===== config.mk =====
export PLATFORM = sky130hd
export DESIGN_NAME = config_write_protect
export DESIGN_NICKNAME = d
export VERILOG_FILES = /design/src/config_write_protect_pkg.sv /design/src/config_write_protect.sv
export VERILOG_INCLUDE_DIRS = /design/src
export SDC_FILE = /design/constraint.sdc
export NUM_CORES = 1
export LEC_CHECK = 0
export ABC_AREA = 1
export BUFFER_PORTS_ARGS = -buffer_cell sky130_fd_sc_hd__buf_2
export CAP_MARGIN = 5
export CORE_MARGIN = 5
export CORE_UTILIZATION = 50
export DETAILED_ROUTE_END_ITERATION = 8
export HOLD_SLACK_MARGIN = 0.05
export PLACE_DENSITY_LB_ADDON = 0.3
export SLEW_MARGIN = 30
export SYNTH_ARGS = -nofsm -noshare
export SYNTH_HDL_FRONTEND = slang
export SYNTH_SLANG_ARGS = --single-unit

===== constraint.sdc =====
create_clock -name clk -period 3.38 [get_ports clk]
set_input_delay 0.676 -clock clk [delete_from_list [all_inputs] [get_ports clk]]
set_output_delay 0.676 -clock clk [all_outputs]
set_load 0.01 [all_outputs]

===== src/config_write_protect_params.svh =====
// offsets, field positions, reset values and counts of the protection gate
`ifndef CONFIG_WRITE_PROTECT_PARAMS_SVH
`define CONFIG_WRITE_PROTECT_PARAMS_SVH

// ****************************************************************
// register map
// ****************************************************************
`define ADDR_DISCHARGE   4'h5
`define ADDR_CHARGE      4'h6
`define ADDR_FEATURE     4'h7
`define ADDR_UNLOCK      4'h8
`define ADDR_LAST        4'ha
`define ADDR_FIRST       4'h0
`define REG_COUNT        11

// ****************************************************************
// unlock register fields and reset values
// ****************************************************************
`define BIT_FEATURE_EN   7
`define BIT_CHARGE_EN    6
`define BIT_DISCHARGE_EN 5
`define UNLOCK_RESET     8'h00
`define CFG_RESET        8'h00

// ****************************************************************
// serial framing
// ****************************************************************
`define BITS_PER_BYTE    4'h8
`define LAST_TX_BIT      4'h7
// bus address of this slave, value arbitrary
`define SLAVE_ADDR       7'h2c

`endif


===== src/config_write_protect_pkg.sv =====
// types of the configuration write-protection gate
`include "config_write_protect_params.svh"
package config_write_protect_pkg;

	typedef enum logic [2:0] {ph_idle, ph_rx, ph_ack, ph_tx, ph_mack} phase_t;
	typedef enum logic [1:0] {k_slave, k_reg, k_data} kind_t;
	typedef logic [`REG_COUNT-1:0][7:0] regs_t;

	typedef struct packed {
		logic       scl_s1;
		logic       scl_s2;
		logic       scl_s3;
		logic       sda_s1;
		logic       sda_s2;
		logic       sda_s3;
		phase_t     ph;
		kind_t      kind;
		logic [3:0] bitcnt;
		logic [7:0] shift;
		logic [3:0] ptr;
		logic       rw;
		logic       acked;
		logic       sda_oe;
		logic       sda_level;
		regs_t      mem;
	} state_t;

endpackage : config_write_protect_pkg


===== src/config_write_protect.sv =====
// serial register slave with write protection of three settings registers
`timescale 1ns/1ps
`include "config_write_protect_params.svh"

// Behaviour
// RULE1: after reset the three settings registers are locked against writes.
// RULE2: the three unlock bits live in their own register at address 8.
// RULE3: bit 7 of the unlock register opens writes to feature settings.
// RULE4: bit 6 of the unlock register opens writes to charge settings.
// RULE5: bit 5 of the unlock register opens writes to discharge settings.
// RULE6: the master may clear each unlock bit, locking its register again.
// RULE7: the address steps after each data byte and wraps from 0x0a to 0.
// RULE8: a data byte is stored on the clock fall after its eighth bit.
// RULE9: the master never writes past address 0x0a into reserved space.
// RULE10: a locked write leaves the register as it was and is still acked.
module config_write_protect (
	input  wire logic       clk,
	input  wire logic       nrst,
	input  wire logic       scl,
	input  wire logic       sda,
	output logic            sda_level,
	output logic            sda_oe,
	output logic [7:0]      discharge_cfg,
	output logic [7:0]      charge_cfg,
	output logic [7:0]      feature_cfg,
	output logic            feature_cfg_unlock,
	output logic            charge_cfg_unlock,
	output logic            discharge_cfg_unlock
);

	// ****************************************************************
	// helpers
	// ****************************************************************
	function automatic logic [3:0] next_ptr(input logic [3:0] a);
		if (a == `ADDR_LAST) begin
			return `ADDR_FIRST;
		end
		return a + 4'h1;
	endfunction : next_ptr

	function automatic logic [7:0] read_reg(
		input config_write_protect_pkg::regs_t m,
		input logic [3:0]                      a);
		if (a <= `ADDR_LAST) begin
			return m[a];
		end
		return 8'h00;
	endfunction : read_reg

	function automatic logic wr_allowed(
		input logic [3:0] a,
		input logic [7:0] en); // RULE2
		if (a == `ADDR_FEATURE) begin
			return en[`BIT_FEATURE_EN]; // RULE3
		end else if (a == `ADDR_CHARGE) begin
			return en[`BIT_CHARGE_EN]; // RULE4
		end else if (a == `ADDR_DISCHARGE) begin
			return en[`BIT_DISCHARGE_EN]; // RULE5
		end else if (a <= `ADDR_LAST) begin
			return 1'b1;
		end
		return 1'b0;
	endfunction : wr_allowed

	// ****************************************************************
	// state
	// ****************************************************************
	config_write_protect_pkg::state_t s_r;
	config_write_protect_pkg::state_t s_nxt;
	logic       scl_rise;
	logic       scl_fall;
	logic       start_ev;
	logic       stop_ev;
	logic       wr_ev;
	logic       wr_ok;
	logic [7:0] rd_cur;
	logic [7:0] rd_next;

	assign scl_rise = s_r.scl_s2 & ~s_r.scl_s3;
	assign scl_fall = ~s_r.scl_s2 & s_r.scl_s3;
	assign start_ev = s_r.scl_s2 & s_r.scl_s3 & s_r.sda_s3 & ~s_r.sda_s2;
	assign stop_ev  = s_r.scl_s2 & s_r.scl_s3 & ~s_r.sda_s3 & s_r.sda_s2;
	assign wr_ev    = (s_r.ph == config_write_protect_pkg::ph_rx) & scl_fall
		& (s_r.bitcnt == `BITS_PER_BYTE)
		& (s_r.kind == config_write_protect_pkg::k_data);
	assign wr_ok    = wr_ev & wr_allowed(s_r.ptr, s_r.mem[`ADDR_UNLOCK]); // RULE10
	assign rd_cur   = read_reg(s_r.mem, s_r.ptr);
	assign rd_next  = read_reg(s_r.mem, next_ptr(s_r.ptr));

	// ****************************************************************
	// next state
	// ****************************************************************
	always_comb begin
		s_nxt = s_r;
		s_nxt.scl_s1 = scl;
		s_nxt.scl_s2 = s_r.scl_s1;
		s_nxt.scl_s3 = s_r.scl_s2;
		s_nxt.sda_s1 = sda;
		s_nxt.sda_s2 = s_r.sda_s1;
		s_nxt.sda_s3 = s_r.sda_s2;
		s_nxt.sda_level = 1'b0;
		case (s_r.ph)
			config_write_protect_pkg::ph_rx: begin
				if (scl_rise) begin
					s_nxt.shift  = {s_r.shift[6:0], s_r.sda_s2};
					s_nxt.bitcnt = s_r.bitcnt + 4'h1;
				end else if (scl_fall && s_r.bitcnt == `BITS_PER_BYTE) begin
					s_nxt.sda_oe = 1'b1;
					s_nxt.ph     = config_write_protect_pkg::ph_ack;
					case (s_r.kind)
						config_write_protect_pkg::k_slave: begin
							s_nxt.rw = s_r.shift[0];
							if (s_r.shift[7:1] != `SLAVE_ADDR) begin
								s_nxt.sda_oe = 1'b0;
								s_nxt.ph     = config_write_protect_pkg::ph_idle;
							end
						end
						config_write_protect_pkg::k_reg: begin
							s_nxt.ptr = s_r.shift[3:0];
						end
						default: begin
							if (wr_ok) begin // RULE6
								s_nxt.mem[s_r.ptr] = s_r.shift; // RULE8
							end
							s_nxt.ptr = next_ptr(s_r.ptr); // RULE7
						end
					endcase
				end
			end
			config_write_protect_pkg::ph_ack: begin
				if (scl_fall) begin
					s_nxt.sda_oe = 1'b0;
					s_nxt.bitcnt = 4'h0;
					if (s_r.kind == config_write_protect_pkg::k_slave
						&& s_r.rw) begin
						s_nxt.ph     = config_write_protect_pkg::ph_tx;
						s_nxt.shift  = rd_cur;
						s_nxt.sda_oe = ~rd_cur[7];
					end else begin
						s_nxt.ph = config_write_protect_pkg::ph_rx;
						if (s_r.kind == config_write_protect_pkg::k_slave) begin
							s_nxt.kind = config_write_protect_pkg::k_reg;
						end else begin
							s_nxt.kind = config_write_protect_pkg::k_data;
						end
					end
				end
			end
			config_write_protect_pkg::ph_tx: begin
				if (scl_fall) begin
					s_nxt.bitcnt = s_r.bitcnt + 4'h1;
					if (s_r.bitcnt == `LAST_TX_BIT) begin
						s_nxt.sda_oe = 1'b0;
						s_nxt.ph     = config_write_protect_pkg::ph_mack;
					end else begin
						s_nxt.shift  = {s_r.shift[6:0], 1'b0};
						s_nxt.sda_oe = ~s_r.shift[6];
					end
				end
			end
			config_write_protect_pkg::ph_mack: begin
				if (scl_rise) begin
					s_nxt.acked = ~s_r.sda_s2;
				end else if (scl_fall) begin
					if (s_r.acked) begin
						s_nxt.ptr    = next_ptr(s_r.ptr);
						s_nxt.shift  = rd_next;
						s_nxt.sda_oe = ~rd_next[7];
						s_nxt.bitcnt = 4'h0;
						s_nxt.ph     = config_write_protect_pkg::ph_tx;
					end else begin
						s_nxt.ph = config_write_protect_pkg::ph_idle;
					end
				end
			end
			default: begin
			end
		endcase
		if (start_ev) begin
			s_nxt.ph     = config_write_protect_pkg::ph_rx;
			s_nxt.kind   = config_write_protect_pkg::k_slave;
			s_nxt.bitcnt = 4'h0;
			s_nxt.sda_oe = 1'b0;
		end else if (stop_ev) begin
			s_nxt.ph     = config_write_protect_pkg::ph_idle;
			s_nxt.sda_oe = 1'b0;
		end
	end

	// ****************************************************************
	// registers
	// ****************************************************************
	always_ff @(posedge clk) begin
		if (!nrst) begin
			s_r <= '0;
			s_r.scl_s1 <= 1'b1;
			s_r.scl_s2 <= 1'b1;
			s_r.scl_s3 <= 1'b1;
			s_r.sda_s1 <= 1'b1;
			s_r.sda_s2 <= 1'b1;
			s_r.sda_s3 <= 1'b1;
			s_r.mem[`ADDR_UNLOCK]    <= `UNLOCK_RESET; // RULE1
			s_r.mem[`ADDR_DISCHARGE] <= `CFG_RESET;
		end else begin
			s_r <= s_nxt;
		end
	end

	assign sda_level            = s_r.sda_level;
	assign sda_oe               = s_r.sda_oe;
	assign discharge_cfg        = s_r.mem[`ADDR_DISCHARGE];
	assign charge_cfg           = s_r.mem[`ADDR_CHARGE];
	assign feature_cfg          = s_r.mem[`ADDR_FEATURE];
	assign feature_cfg_unlock   = s_r.mem[`ADDR_UNLOCK][`BIT_FEATURE_EN];
	assign charge_cfg_unlock    = s_r.mem[`ADDR_UNLOCK][`BIT_CHARGE_EN];
	assign discharge_cfg_unlock = s_r.mem[`ADDR_UNLOCK][`BIT_DISCHARGE_EN];
endmodule : config_write_protect


Word level (Yosys, flattened, before mapping)
Cells that the tools add are included.
{"block": "word_totals", "register_bits": 119, "in_bits": 4}
{"block": "classes", "n_addsub": 2, "n_lt_le_gt_ge": 5, "eq_ne": 32, "n_mux": 75, "bitwise_logic": 22, "reduce_logical": 20}
{"op": "88-bit bitwise mux", "count": 1}
{"op": "8-bit 2-to-1 mux", "count": 9}
{"op": "8-bit binary-select mux with 4-bit select", "count": 2}
{"op": "16-bit 2-to-1 mux", "count": 3}
{"op": "12-bit case mux with 4 select lines", "count": 1}
{"op": "1-bit 2-to-1 mux", "count": 33}
{"op": "8-bit demux with 4-bit select", "count": 1}
{"op": "12-bit 2-to-1 mux", "count": 2}
{"op": "4-bit != test, second input constant", "count": 6}
{"op": "8-bit AND reduction", "count": 3}
{"op": "2-bit != test, second input constant", "count": 11}
{"op": "3-bit 2-to-1 mux", "count": 7}
{"op": "17-bit 2-to-1 mux", "count": 1}
{"op": "4-bit by 3-bit == test with 1-bit output, second input constant", "count": 4}
{"op": "4-bit 2-to-1 mux", "count": 4}
{"op": "4-bit case mux with 2 select lines", "count": 2}
{"op": "7-bit AND reduction", "count": 2}
{"op": "3-bit case mux with 4 select lines", "count": 1}
{"op": "1-bit bitwise AND", "count": 11}
{"op": "1-bit inverter", "count": 11}
{"op": "4-bit by 5-bit < comparator with 1-bit output, second input constant", "count": 2}
{"op": "2-bit 2-to-1 mux", "count": 5}
{"op": "5-bit 2-to-1 mux", "count": 2}
{"op": "9-bit AND reduction", "count": 1}
{"op": "24 further kinds", "count": 31}

Longest topological paths before layout
Gate-level depths: netlist (run 1).
{"block": "logic_depth", "word_depth": 12, "ltp_mapped": 14, "mapped_depth_nobuf": 13}

Worst setup path after synthesis (run 1)
OpenSTA, ideal clock, no wires.
{"block": "synth_path", "path_type": "reg-to-reg", "start": "register s_r[104] (netlist name)", "end": "register s_r, in the netlist feature_cfg[3]", "setup_time_ns": 0.117, "arrival_time_ns": 1.810, "required_time_ns": 3.263, "path_slack_ns": 1.452, "path_stages_with_launch": 14, "period_less_slack_ns": 1.928, "path_cell_list": "dfxtp_1 inv_1 ha_1 nand3_1 nor2_2 inv_1 a211oi_2 nand2_4 inv_4 buf_6 nand2_2 buf_6 o21ai_1 a21oi_1"}
{"block": "synth_via", "elab_chain_cells": 5, "elab_cells_between_ends": 6, "classes_between": "eq/ne: 1; bitwise: 3; reduce/logical: 2"}
{"item": "start: declaration", "line_no": "config_write_protect.sv:68", "text": "config_write_protect_pkg::state_t s_r;"}
{"item": "start signal: assignment", "line_no": "config_write_protect.sv:205", "text": "s_r <= s_nxt;"}
{"item": "4-bit == test (no source line) *"}
{"item": "1-bit bitwise AND (2 in a row)", "line_no": "config_write_protect.sv:83", "text": "assign wr_ev = (s_r.ph == config_write_protect_pkg::ph_rx) & scl_fall"}
{"item": "1-bit bitwise AND", "line_no": "config_write_protect.sv:86", "text": "assign wr_ok = wr_ev & wr_allowed(s_r.ptr, s_r.mem[`ADDR_UNLOCK]);"}
{"item": "5-bit AND reduction (no source line) *"}
Every way passes the cells marked *; elsewhere a longest branch is shown, timed or not.
A chain may end at the register's enable or synchronous reset.

Worst setup path in the final report (run 1)
{"block": "layout_path", "start": "register s_r[92] (netlist name)", "end": "register s_r[97] (netlist name)"}
{"block": "layout_via", "elab_chain_cells": 11, "elab_cells_between_ends": 22, "classes_between": "add/sub: 1; order compare: 2; eq/ne: 1; mux: 18"}
{"item": "parallel branches: the longest is 10 deep, another holds 4-bit by 1-bit adder with 4-bit output"}
{"item": "12-bit case mux with 4 select lines *", "line_no": "config_write_protect.sv:102", "text": "case (s_r.ph)"}
Mark *: on every way between the ends. The select of a mux whose other input is x is not followed.

==> results.toml, run 1 <==
[outcome]
run_status = "complete, no violations"

[timing]
total_negative_slack_for_setup_checks_ps = 0
final_count_of_negative_setup_slack_endpoints = 0
rsz_0062_raised_after_global_routing = "no"
final.setup_skew_ps = 8.84
drv_slew = 0
maxSlewHeadroom_pct = 37.5
number_of_hold_slack_violations_in_the_final_timing_report = 0
layout_min_cycle_time_ps = 2890
tightestPinTransition_ps = 936
fin_crit_sh_pct = 85.4
max_freq_mhz = 346

[power_and_ir_drop]
power_density_mw_per_mm2 = 701
max-vdd-ir-drop_v = 0.000474
cellLeakagePower_nw = 2.82

[cts]
clock_tree.htree_level_count = 4
cts_sinks = 118
ctsHoldBuffers = 0
clock-root-buffer = "sky130_fd_sc_hd__clkbuf_16"
cts_tree = "done"
insertion_delay_ps = 420
numCtsBuffers = 17
cts_setup_buffers = 0
cts_buffer_depth = 2
postCtsResizedCells = 0
clkTransAtPathRegs_ps = 60

[place]
place.detailed.hpwl_um = 14600
place_inst = 1155
postPlaceCellArea_sq_mm = 0.00673
port-buffer-count = 31
place_congestion = 0.996

[logic_synthesis]
yosys_warnings = 0
synth_fa_ha_area_share_pct = 0.377
async_reset_ff_share_pct = 0
synth_cell_types = 42
area_of_the_mapped_netlist_sq_mm = 0.00665
synth.mux.area_fraction_pct = 0
yosys.area_share.xor_xnor_pct = 0
synth.ff_latch_count = 118
synth_enable_flop_cells = 0
yosys.area_share.simple_pct = 30.3
postSynthNetCount = 1012
top_cell_type_s_share_of_synthesized_area_pct = 35.5
synth_compound_area_share_pct = 21.7
synth_top_cell_by_area = "sky130_fd_sc_hd__dfxtp_1"
synthesized_area_divided_by_synthesized_cell_count_sq_um = 6.61
synthTopCellsByArea = "sky130_fd_sc_hd__dfxtp_1 36%, sky130_fd_sc_hd__nand2_1 15%, sky130_fd_sc_hd__a21oi_1 9.3%"
synth_top_family_by_area = "simple AND/OR/NAND/NOR gates"
prevailing_post_synth_register_cell = "sky130_fd_sc_hd__dfxtp_1"
synth_cells = 1006
seq_area_frac_synth_pct = 35.5

[floorplan]
core-area_sq_mm = 0.0131
fp.dieArea_sq_mm = 0.0157
fp-row-count = 42
ios = 33
fp.dieH_um = 125
initial_core_util_pct = 50.6
overall_die_width_um = 125

[job]
max_cap_viol_count = 0

[final_layout]
post_layout_nonfiller_instances = 1186
fillCellCount = 1307
final_cell_area_sq_mm = 0.00734
insertedDiodeCount = 0
layout-drive-gt1-share_pct = 12.5
num-nets-final = 1004
final_util_pct = 55.9
syn_to_final_growth_pct = 10.4
register_area_sq_mm = 0.00236
multi_input_area_sq_mm = 0.00351

[routing]
avgRoutedWirePerCell_um = 18.2
ant_nets = 0
vias_per_cell = 5.88
post-route-drc-count = 0
drt_first_iter_violations = 755
via_total_after_detailed_routing = 6975
drt-total-wl_um = 21600
detailed_routing_iteration_count_for_the_pre_antenna_repair_pass = 6

[setup_path]
crit_top_cell = "sky130_fd_sc_hd__nand2_1"
buffering_stage_count_on_the_worst_path_with_inverters_included = 2
cell_family_with_most_cp_delay = "compound AO/OA/AOI/OAI gates"
crit_path_largest_cell_delay_ps = 790
worstPathRequired_ps = 3750
worstPathArrival_ps = 3250
worst_path_max_delay_cell = "sky130_fd_sc_hd__o21ai_2"
critical_path_endpoint_category = "flip-flop"
setup.worst_path.start_class = "flip-flop"
critical_path_peak_fanout = 19
timing.critical_path.cells = "inv_2 -> nand2_1 -> o21ai_2 -> o211ai_1 -> nand3_1 -> nand2_1 -> nand2_1 -> nand3_1 -> nand3_1 -> nand2_1 -> inv_1"
criticalPathCategory = "flip-flop to flip-flop"

[global_route]
global_route.overflow_total = 0
grt_start_max_net_pins = 64
grt_antenna_before_repair = 0
global_route_usage_sum_pct = 27.4
grt_first_pass_wirelength_um = 34300
first_global_vias = 6338

[worst_hold_path]
min_path_type = "flip-flop to flip-flop"
through the flow:
stage | power, mW | hold WS (ps) | setup WS [ps]
floorplan | 2.78 | 393 | 1450
global placement | 3.25 | 394 | 694
detailed placement | 3.25 | 399 | 642
CTS | 5.10 | 410 | 608
global route | 5.39 | 426 | 302
finish | 5.15 | 409 | 493
state kept, by name, indices dropped and copies added (netlist names), 4 cells and up:
name / count
s_r: 86
charge_cfg: 8
discharge_cfg: 8
feature_cfg: 8
s_nxt: 4
synth_stat cells, types with 2 or more instances:
| library cell | n |
|---|---|
| sky130_fd_sc_hd__nand3_1 | 88 |
| sky130_fd_sc_hd__o221ai_1 | 3 |
| sky130_fd_sc_hd__buf_4 | 25 |
| sky130_fd_sc_hd__a22oi_1 | 18 |
| sky130_fd_sc_hd__o211ai_1 | 13 |
| sky130_fd_sc_hd__inv_1 | 81 |
| sky130_fd_sc_hd__nor3_1 | 6 |
| sky130_fd_sc_hd__buf_1 | 3 |
| sky130_fd_sc_hd__nand4_1 | 4 |
| sky130_fd_sc_hd__inv_2 | 16 |
| sky130_fd_sc_hd__nor2_1 | 49 |
| sky130_fd_sc_hd__or2_2 | 6 |
| sky130_fd_sc_hd__nor4_1 | 3 |
| sky130_fd_sc_hd__nor2_4 | 2 |
| sky130_fd_sc_hd__nor3_4 | 8 |
| sky130_fd_sc_hd__a211oi_1 | 2 |
| sky130_fd_sc_hd__nand2_1 | 270 |
| sky130_fd_sc_hd__clkbuf_1 | 21 |
| sky130_fd_sc_hd__nor2_2 | 4 |
| sky130_fd_sc_hd__o21ai_1 | 2 |
| sky130_fd_sc_hd__dfxtp_1 | 118 |
| sky130_fd_sc_hd__buf_6 | 3 |
| sky130_fd_sc_hd__o21ai_0 | 83 |
| sky130_fd_sc_hd__buf_2 | 22 |
| sky130_fd_sc_hd__ha_1 | 2 |
| sky130_fd_sc_hd__nand2_2 | 5 |
| sky130_fd_sc_hd__o22ai_1 | 12 |
| sky130_fd_sc_hd__a21oi_1 | 123 |
cell usage in the layout (no fill, tap or decap), types with 5 or more instances in the layout:
cell type / n
sky130_fd_sc_hd__o21ai_0: 83
sky130_fd_sc_hd__nor3_1: 6
sky130_fd_sc_hd__dfxtp_1: 118
sky130_fd_sc_hd__nor3_4: 8
sky130_fd_sc_hd__inv_2: 16
sky130_fd_sc_hd__or2_2: 6
sky130_fd_sc_hd__nor2_1: 49
sky130_fd_sc_hd__nand2_2: 5
sky130_fd_sc_hd__o22ai_1: 12
sky130_fd_sc_hd__nand3_1: 88
sky130_fd_sc_hd__a22oi_1: 18
sky130_fd_sc_hd__clkbuf_16: 17
sky130_fd_sc_hd__a21oi_1: 122
sky130_fd_sc_hd__o211ai_1: 13
sky130_fd_sc_hd__buf_4: 16
sky130_fd_sc_hd__buf_2: 31
sky130_fd_sc_hd__inv_1: 81
sky130_fd_sc_hd__nand2_1: 270
final timing paths:
check / startpoint / endpoint / slack (ps) / depth (start not counted)
setup / recovery: s_r[92]$_SDFFE_PN0P_ / s_r[97]$_SDFFE_PN0P_ / 490 / 11
hold / removal: s_nxt[117]$_SDFF_PN1_ / s_nxt[116]$_SDFF_PN1_ / 410 / 1
setup reg to reg: s_r[92]$_SDFFE_PN0P_ / s_r[97]$_SDFFE_PN0P_ / 490 / 11
hold reg to reg: s_nxt[117]$_SDFF_PN1_ / s_nxt[116]$_SDFF_PN1_ / 410 / 1
report_power, final:
group          switching [mW]  internal (mW)
Combinational            1.15          0.468
Sequential              0.209           1.47
Clock                   0.641           1.21
layout make-up:
| type | instances | share of cell area (%) |
|---|---|---|
| inverter | 99 | 5.10 |
| timing repair buffer | 47 | 3.75 |
| multi-input combinational | 715 | 47.8 |
| clock buffer | 22 | 6.46 |
| tap | 176 | 3.00 |
| sequential | 118 | 32.2 |
| clock inverter | 9 | 1.71 |
cell families after synthesis:
| logic type | Yosys count |
|---|---|
| buffers and inverters | 173 |
| DFF | 118 |
| and+or+nand+nor | 450 |
| adders and majority gates | 2 |
| other | 1 |
| AOI/OAI and AO/OA | 262 |
worst reg2reg max path: stages, from the launching register on:
cell and delay [ps]:
sky130_fd_sc_hd__dfxtp_1 390, sky130_fd_sc_hd__inv_2 330, sky130_fd_sc_hd__nand2_1 460, sky130_fd_sc_hd__o21ai_2 790, sky130_fd_sc_hd__o211ai_1 250, sky130_fd_sc_hd__nand3_1 160, sky130_fd_sc_hd__nand2_1 90, sky130_fd_sc_hd__nand2_1 60
sky130_fd_sc_hd__nand3_1 90, sky130_fd_sc_hd__nand3_1 120, sky130_fd_sc_hd__nand2_1 60, sky130_fd_sc_hd__inv_1 40
metal layers:
layer | GRT usage [%] | wire length, um
met1 | 36.4 | 9100
met3 | 5.71 | 2070
met2 | 42.2 | 9420
met5 | 0 | 0
met4 | 13.8 | 1010
Note: power is estimated with default switching activity, not from simulation.
==> run 2, diff against run 1 <==
--- a/config.mk
+++ b/config.mk
@@ -9,12 +9,13 @@
 export ABC_AREA = 1
 export BUFFER_PORTS_ARGS = -buffer_cell sky130_fd_sc_hd__buf_2
 export CAP_MARGIN = 5
+export CORE_ASPECT_RATIO = 1.2
 export CORE_MARGIN = 5
 export CORE_UTILIZATION = 50
 export DETAILED_ROUTE_END_ITERATION = 8
 export HOLD_SLACK_MARGIN = 0.05
 export PLACE_DENSITY_LB_ADDON = 0.3
-export SLEW_MARGIN = 30
+export SLEW_MARGIN = 10
 export SYNTH_ARGS = -nofsm -noshare
 export SYNTH_HDL_FRONTEND = slang
 export SYNTH_SLANG_ARGS = --single-unit
==> results.toml, run 2 (synthesis results as in run 1) <==
[timing]
final_count_of_negative_setup_slack_endpoints = 0
layout_min_cycle_time_ps = 2790
max_freq_mhz = 359
maxSlewHeadroom_pct = 39.3
rsz_0062_raised_after_global_routing = "no"
final.setup_skew_ps = 12.5
tightestPinTransition_ps = 909
fin_worst_hold_slack_ps = 412
total_negative_slack_for_setup_checks_ps = 0
number_of_hold_slack_violations_in_the_final_timing_report = 0
drv_slew = 0
fin_crit_sh_pct = 82.5

[routing]
drt_first_iter_violations = 782
via_total_after_detailed_routing = 6854
detailed_routing_iteration_count_for_the_pre_antenna_repair_pass = 8
avgRoutedWirePerCell_um = 18.1
drt-total-wl_um = 21300
ant_nets = 0
vias_per_cell = 5.82
post-route-drc-count = 0

[global_route]
first_global_vias = 6404
global_route_usage_sum_pct = 27.9
grt_first_pass_wirelength_um = 33900
global_route.overflow_total = 0
grt_start_max_net_pins = 47
grt_antenna_before_repair = 0

[final_layout]
num-nets-final = 1002
largest_register_ffs = 86
multi_input_area_sq_mm = 0.00350
largest_register = "s_r"
register_area_sq_mm = 0.00236
leading_cell_type_in_the_layout_fill_and_taps_excluded = "sky130_fd_sc_hd__nand2_1"
fillCellCount = 1297
insertedDiodeCount = 0
final_cell_mix = "270 x sky130_fd_sc_hd__nand2_1, 122 x sky130_fd_sc_hd__a21oi_1, 118 x sky130_fd_sc_hd__dfxtp_1"
syn_to_final_growth_pct = 10.4
layout-drive-gt1-share_pct = 12.5
final_cell_area_sq_mm = 0.00733

[place]
place_congestion = 1.03
place.detailed.hpwl_um = 14600
postPlaceCellArea_sq_mm = 0.00672
port-buffer-count = 31

[power_and_ir_drop]
max-vdd-ir-drop_v = 0.000508
cellLeakagePower_nw = 2.80
power_density_mw_per_mm2 = 707

[setup_path]
setup.worst_path.start_class = "flip-flop"
worstPathRequired_ps = 3670
criticalPathCategory = "flip-flop to flip-flop"
critical_path_endpoint_category = "flip-flop"
worstPathArrival_ps = 3080
critical_path_peak_fanout = 16

[job]
max_cap_viol_count = 0

[floorplan]
fp.dieArea_sq_mm = 0.0157
ios = 33
overall_die_width_um = 115
core-area_sq_mm = 0.0131
fp.dieH_um = 136
initial_core_util_pct = 50.6
fp-row-count = 46

[cts]
cts_tree = "done"
clkTransAtPathRegs_ps = 60
cts_sinks = 118
clock-root-buffer = "sky130_fd_sc_hd__clkbuf_16"
clock_tree.htree_level_count = 4
postCtsResizedCells = 0
ctsHoldBuffers = 0
numCtsBuffers = 17
cts_setup_buffers = 0
insertion_delay_ps = 430
cts_buffer_depth = 2

[outcome]
run_status = "complete, no violations"

[worst_hold_path]
min_path_type = "flip-flop to flip-flop"
-- run 2: cell type report --
cell class	instances	share of cell area, %
multi-input cells	715	47.7
flip-flops and latches	118	32.2
clock buffers	19	6.04
inverters	99	5.10
repair buffers	45	3.72
well taps	168	2.87
clock inverters	13	2.35
-- run 2: power breakdown --
part | switching (mW) | internal (mW) | leakage [nW]
Sequential | 0.182 | 1.47 | 0.953
Clock | 0.707 | 1.19 | 0.286
Combinational | 1.17 | 0.472 | 1.56
-- run 2: layer usage --
layer	track usage [%]	wire, um	up-vias
met5	0	0	-
met2	43.1	9500	354
met4	15.8	1190	0
met1	35.5	8760	3106
li1	-	-	3301
met3	6.63	1830	93
-- run 2: path summary, 6_finish.rpt --
check	start	endpoint	slack, ps	cells after the start
setup / recovery	s_r[92]$_SDFFE_PN0P_	s_r[65]$_SDFFE_PN0P_	590	8
hold / removal	s_nxt[114]$_SDFF_PN1_	s_nxt[113]$_SDFF_PN1_	410	1
setup reg to reg	s_r[92]$_SDFFE_PN0P_	s_r[65]$_SDFFE_PN0P_	590	8
hold reg to reg	s_nxt[114]$_SDFF_PN1_	s_nxt[113]$_SDFF_PN1_	410	1
-- run 2: through the flow --
step / utilization (%) / setup slack, ps / std cells / power (mW)
floorplan: - / 1450 / 1006 / 2.78
detailed placement: 51.2 / 732 / 1145 / 3.27
global placement: 51.2 / 783 / 1145 / 3.27
finish: 55.9 / 591 / 1177 / 5.19
global route: 55.9 / 363 / 1177 / 5.44
CTS: 55.9 / 670 / 1177 / 5.14
-- run 2: worst max-delay path: stages, from the launching register on --
cell,delay [ps]
sky130_fd_sc_hd__dfxtp_1,390
sky130_fd_sc_hd__nand2_2,230
sky130_fd_sc_hd__inv_1,250
sky130_fd_sc_hd__nand2_1,190
sky130_fd_sc_hd__inv_2,110
sky130_fd_sc_hd__a211oi_2,380
sky130_fd_sc_hd__nand4_1,600
sky130_fd_sc_hd__o21ai_0,410
sky130_fd_sc_hd__a21oi_1,80
==> run 3, diff against run 2 <==
--- a/config.mk
+++ b/config.mk
@@ -6,7 +6,7 @@
 export SDC_FILE = /design/constraint.sdc
 export NUM_CORES = 1
 export LEC_CHECK = 0
-export ABC_AREA = 1
+export ABC_AREA = 0
 export BUFFER_PORTS_ARGS = -buffer_cell sky130_fd_sc_hd__buf_2
 export CAP_MARGIN = 5
 export CORE_ASPECT_RATIO = 1.2
==> constraint.sdc (replaced) <==
create_clock -name clk -period 2.85 [get_ports clk]
set_input_delay 0.57 -clock clk [delete_from_list [all_inputs] [get_ports clk]]
set_output_delay 0.57 -clock clk [all_outputs]
set_load 0.01 [all_outputs]
==> results.toml, run 3 <==
[routing]
ant_nets = 0
top_layer_used = "met4"
drt_first_iter_violations = 449
post-route-drc-count = 0
drt-total-wl_um = 20200
avgRoutedWirePerCell_um = 20.7
vias_per_cell = 6.34
via_total_after_detailed_routing = 6200
m1WireLength_um = 8170
routed_wire_length_on_met2_um = 9780
total_length_of_routed_met3_wires_um = 1410
detailed_routing_iteration_count_for_the_pre_antenna_repair_pass = 5

[timing]
drv_slew = 0
rsz_0062_raised_after_global_routing = "no"
tightestPinTransition_ps = 782
total_negative_slack_for_setup_checks_ps = 0
final_count_of_negative_setup_slack_endpoints = 0
layout_min_cycle_time_ps = 2530
number_of_hold_slack_violations_in_the_final_timing_report = 0
max_freq_mhz = 395
fin_crit_sh_pct = 88.9
maxSlewHeadroom_pct = 47.8
final.setup_skew_ps = 22.3

[final_layout]
layout-drive-gt1-share_pct = 16.0
num-nets-final = 805
largest_register = "s_r"
syn_to_final_growth_pct = 11.5
insertedDiodeCount = 0
final_cell_mix = "115 x sky130_fd_sc_hd__dfxtp_1, 87 x sky130_fd_sc_hd__nand2_1, 87 x sky130_fd_sc_hd__mux2i_1"
leading_cell_type_in_the_layout_fill_and_taps_excluded = "sky130_fd_sc_hd__dfxtp_1"
largest_register_ffs = 86

[floorplan]
initial_core_util_pct = 51.1
fp.dieArea_sq_mm = 0.0160
overall_die_width_um = 116
fp.dieH_um = 138
fp-row-count = 46
core-area_sq_mm = 0.0133
ios = 33

[logic_synthesis]
synth_cell_types = 72
seq_area_frac_synth_pct = 34.8
synthTopCellsByArea = "sky130_fd_sc_hd__dfxtp_1 35%, sky130_fd_sc_hd__mux2i_1 13%, sky130_fd_sc_hd__a21oi_1 5.0%"
postSynthNetCount = 812
async_reset_ff_share_pct = 0
yosys_warnings = 0
synth_cells = 806
synthesized_area_divided_by_synthesized_cell_count_sq_um = 8.43
area_of_the_mapped_netlist_sq_mm = 0.00679
synth_top_cell_by_area = "sky130_fd_sc_hd__dfxtp_1"
synth_commonest_cells = "118 x sky130_fd_sc_hd__dfxtp_1, 87 x sky130_fd_sc_hd__mux2i_1, 87 x sky130_fd_sc_hd__nand2_1, 85 x sky130_fd_sc_hd__nor2_1, 68 x sky130_fd_sc_hd__a21oi_1"
prevailing_post_synth_register_cell = "sky130_fd_sc_hd__dfxtp_1"
synth_enable_flop_cells = 0
library_cell_with_the_highest_instance_count_after_synthesis = "sky130_fd_sc_hd__dfxtp_1"
synth.ff_latch_count = 118
top_cell_type_s_share_of_synthesized_area_pct = 34.8

[global_route]
global_route_usage_sum_pct = 26.2
first_global_vias = 6060
grt_antenna_before_repair = 0
grt_start_max_net_pins = 48
global_route.overflow_total = 0
grt_first_pass_wirelength_um = 32600

[cts]
postCtsResizedCells = 0
cts_tree = "done"
numCtsBuffers = 17
cts_setup_buffers = 0
clkTransAtPathRegs_ps = 50
insertion_delay_ps = 420
ctsHoldBuffers = 0
cts_buffer_depth = 2
clock_tree.htree_level_count = 4
clock-root-buffer = "sky130_fd_sc_hd__clkbuf_16"
cts_sinks = 118

[worst_hold_path]
hold-path-cell-count = 2
worst_hold_startpoint = "scl"
hold_end = "s_nxt[117]$_SDFF_PN1_"
min_path_type = "input port to flip-flop"

[setup_path]
critical_path_peak_fanout = 27
reg2reg_setup_slack_ps = 320
worst_r2r_endpoint = "s_r[96]$_SDFFE_PN0P_"
criticalPathCategory = "flip-flop to flip-flop"
critical_path.reg2reg.startpoint = "s_r[92]$_SDFFE_PN0P_"
ff2ff_path_depth = 6
critical_path_endpoint_category = "flip-flop"
worstPathArrival_ps = 2780
worstPathRequired_ps = 3100
setup.worst_path.start_class = "flip-flop"

[power_and_ir_drop]
max-vdd-ir-drop_v = 0.000329
cellLeakagePower_nw = 2.55
power_density_mw_per_mm2 = 545
total_power_mw = 4.13

[place]
place.detailed.hpwl_um = 14200
place_congestion = 0.960
port-buffer-count = 31

[outcome]
run_status = "complete, no violations"

[job]
max_cap_viol_count = 0
-- run 3: changes by cell type in the layout (fill, tap and decap cells not counted), moves of 15 or more --
| cell | before | now |
|---|---|---|
| sky130_fd_sc_hd__nand2_1 | 270 | 87 |
| sky130_fd_sc_hd__mux2i_1 | 0 | 87 |
| sky130_fd_sc_hd__nand3_1 | 88 | 6 |
| sky130_fd_sc_hd__inv_1 | 81 | 5 |
| sky130_fd_sc_hd__a21oi_1 | 122 | 68 |
| sky130_fd_sc_hd__nor2_1 | 49 | 85 |
| sky130_fd_sc_hd__buf_4 | 13 | 32 |
| sky130_fd_sc_hd__nand2b_1 | 0 | 18 |
| sky130_fd_sc_hd__o21ai_0 | 83 | 65 |
| sky130_fd_sc_hd__inv_2 | 16 | 1 |
-- run 3: cells by family (layout without fill, tap and decap cells) --
group	count (synthesis)	in the layout	synth area share, %
adders and majority gates	2	2	0.368
and+or+nand+nor	249	249	18.0
other	1	1	0.0552
buffers and inverters	98	102	7.11
xor gates and xnor gates	5	5	0.645
AOI/OAI and AO/OA	230	230	21.2
DFF	118	118	34.8
muxes	103	103	17.8
-- run 3: worst max path at each step --
stage | from | to | depth (start not counted)
after floorplan | s_r[110]$_SDFFE_PN0P_ | s_r[72]$_SDFFE_PN0P_ | 7
after global placement | s_r[112]$_SDFFE_PP0P_ | s_r[75]$_SDFFE_PN0P_ | 6
after detailed placement | s_r[110]$_SDFFE_PN0P_ | s_r[79]$_SDFFE_PN0P_ | 6
after CTS | s_r[112]$_SDFFE_PP0P_ | s_r[79]$_SDFFE_PN0P_ | 6
after global routing | s_r[92]$_SDFFE_PN0P_ | s_r[79]$_SDFFE_PN0P_ | 5
final | s_r[92]$_SDFFE_PN0P_ | s_r[96]$_SDFFE_PN0P_ | 6
-- run 3: cell type report --
cell class | count | area (sq um)
repair buffers | 64 | 415
flip-flops and latches | 118 | 2370
clock inverters | 10 | 155
inverters | 8 | 30.0
fillers | 1159 | 5720
clock buffers | 20 | 447
multi-input cells | 590 | 3950
well taps | 168 | 210
-- run 3: critical path, cell delays in order, from the launching register on --
cell and delay (ps):
sky130_fd_sc_hd__dfxtp_2 710, sky130_fd_sc_hd__buf_4 370, sky130_fd_sc_hd__mux4_2 530, sky130_fd_sc_hd__mux2i_1 280
sky130_fd_sc_hd__o211ai_1 150, sky130_fd_sc_hd__o221ai_1 220, sky130_fd_sc_hd__a21oi_1 110
-- run 3: report_power, final --
part / internal, mW / leakage [nW] / total [mW] / switching (mW)
Sequential: 1.67 / 0.953 / 1.69 / 0.0216
Clock: 1.47 / 0.292 / 2.21 / 0.746
Combinational: 0.0807 / 1.31 / 0.229 / 0.148
Total: 3.21 / 2.55 / 4.13 / 0.916
-- run 3: per-layer routing --
metal	GRT usage (%)	vias to the layer above
li1	-	2878
met1	32.4	2962
met2	42.6	305
met3	5.05	55
met4	14.6	0
met5	0	-
-- run 3: through the flow --
| stage | instances | hold WS (ps) | instance area [sq um] | setup slack, ps | util (%) |
|---|---|---|---|---|---|
| 2_1_floorplan | 806 | 386 | 6790 | 727 | - |
| 3_3_place_gp | 948 | 389 | 6970 | 418 | 52.4 |
| 3_5_place_dp | 948 | 391 | 6970 | 367 | 52.4 |
| 4_1_cts | 978 | 333 | 7570 | 350 | 57.0 |
| 5_1_grt | 978 | 345 | 7570 | 192 | 57.0 |
| 6_report | 978 | 336 | 7570 | 317 | 57.0 |
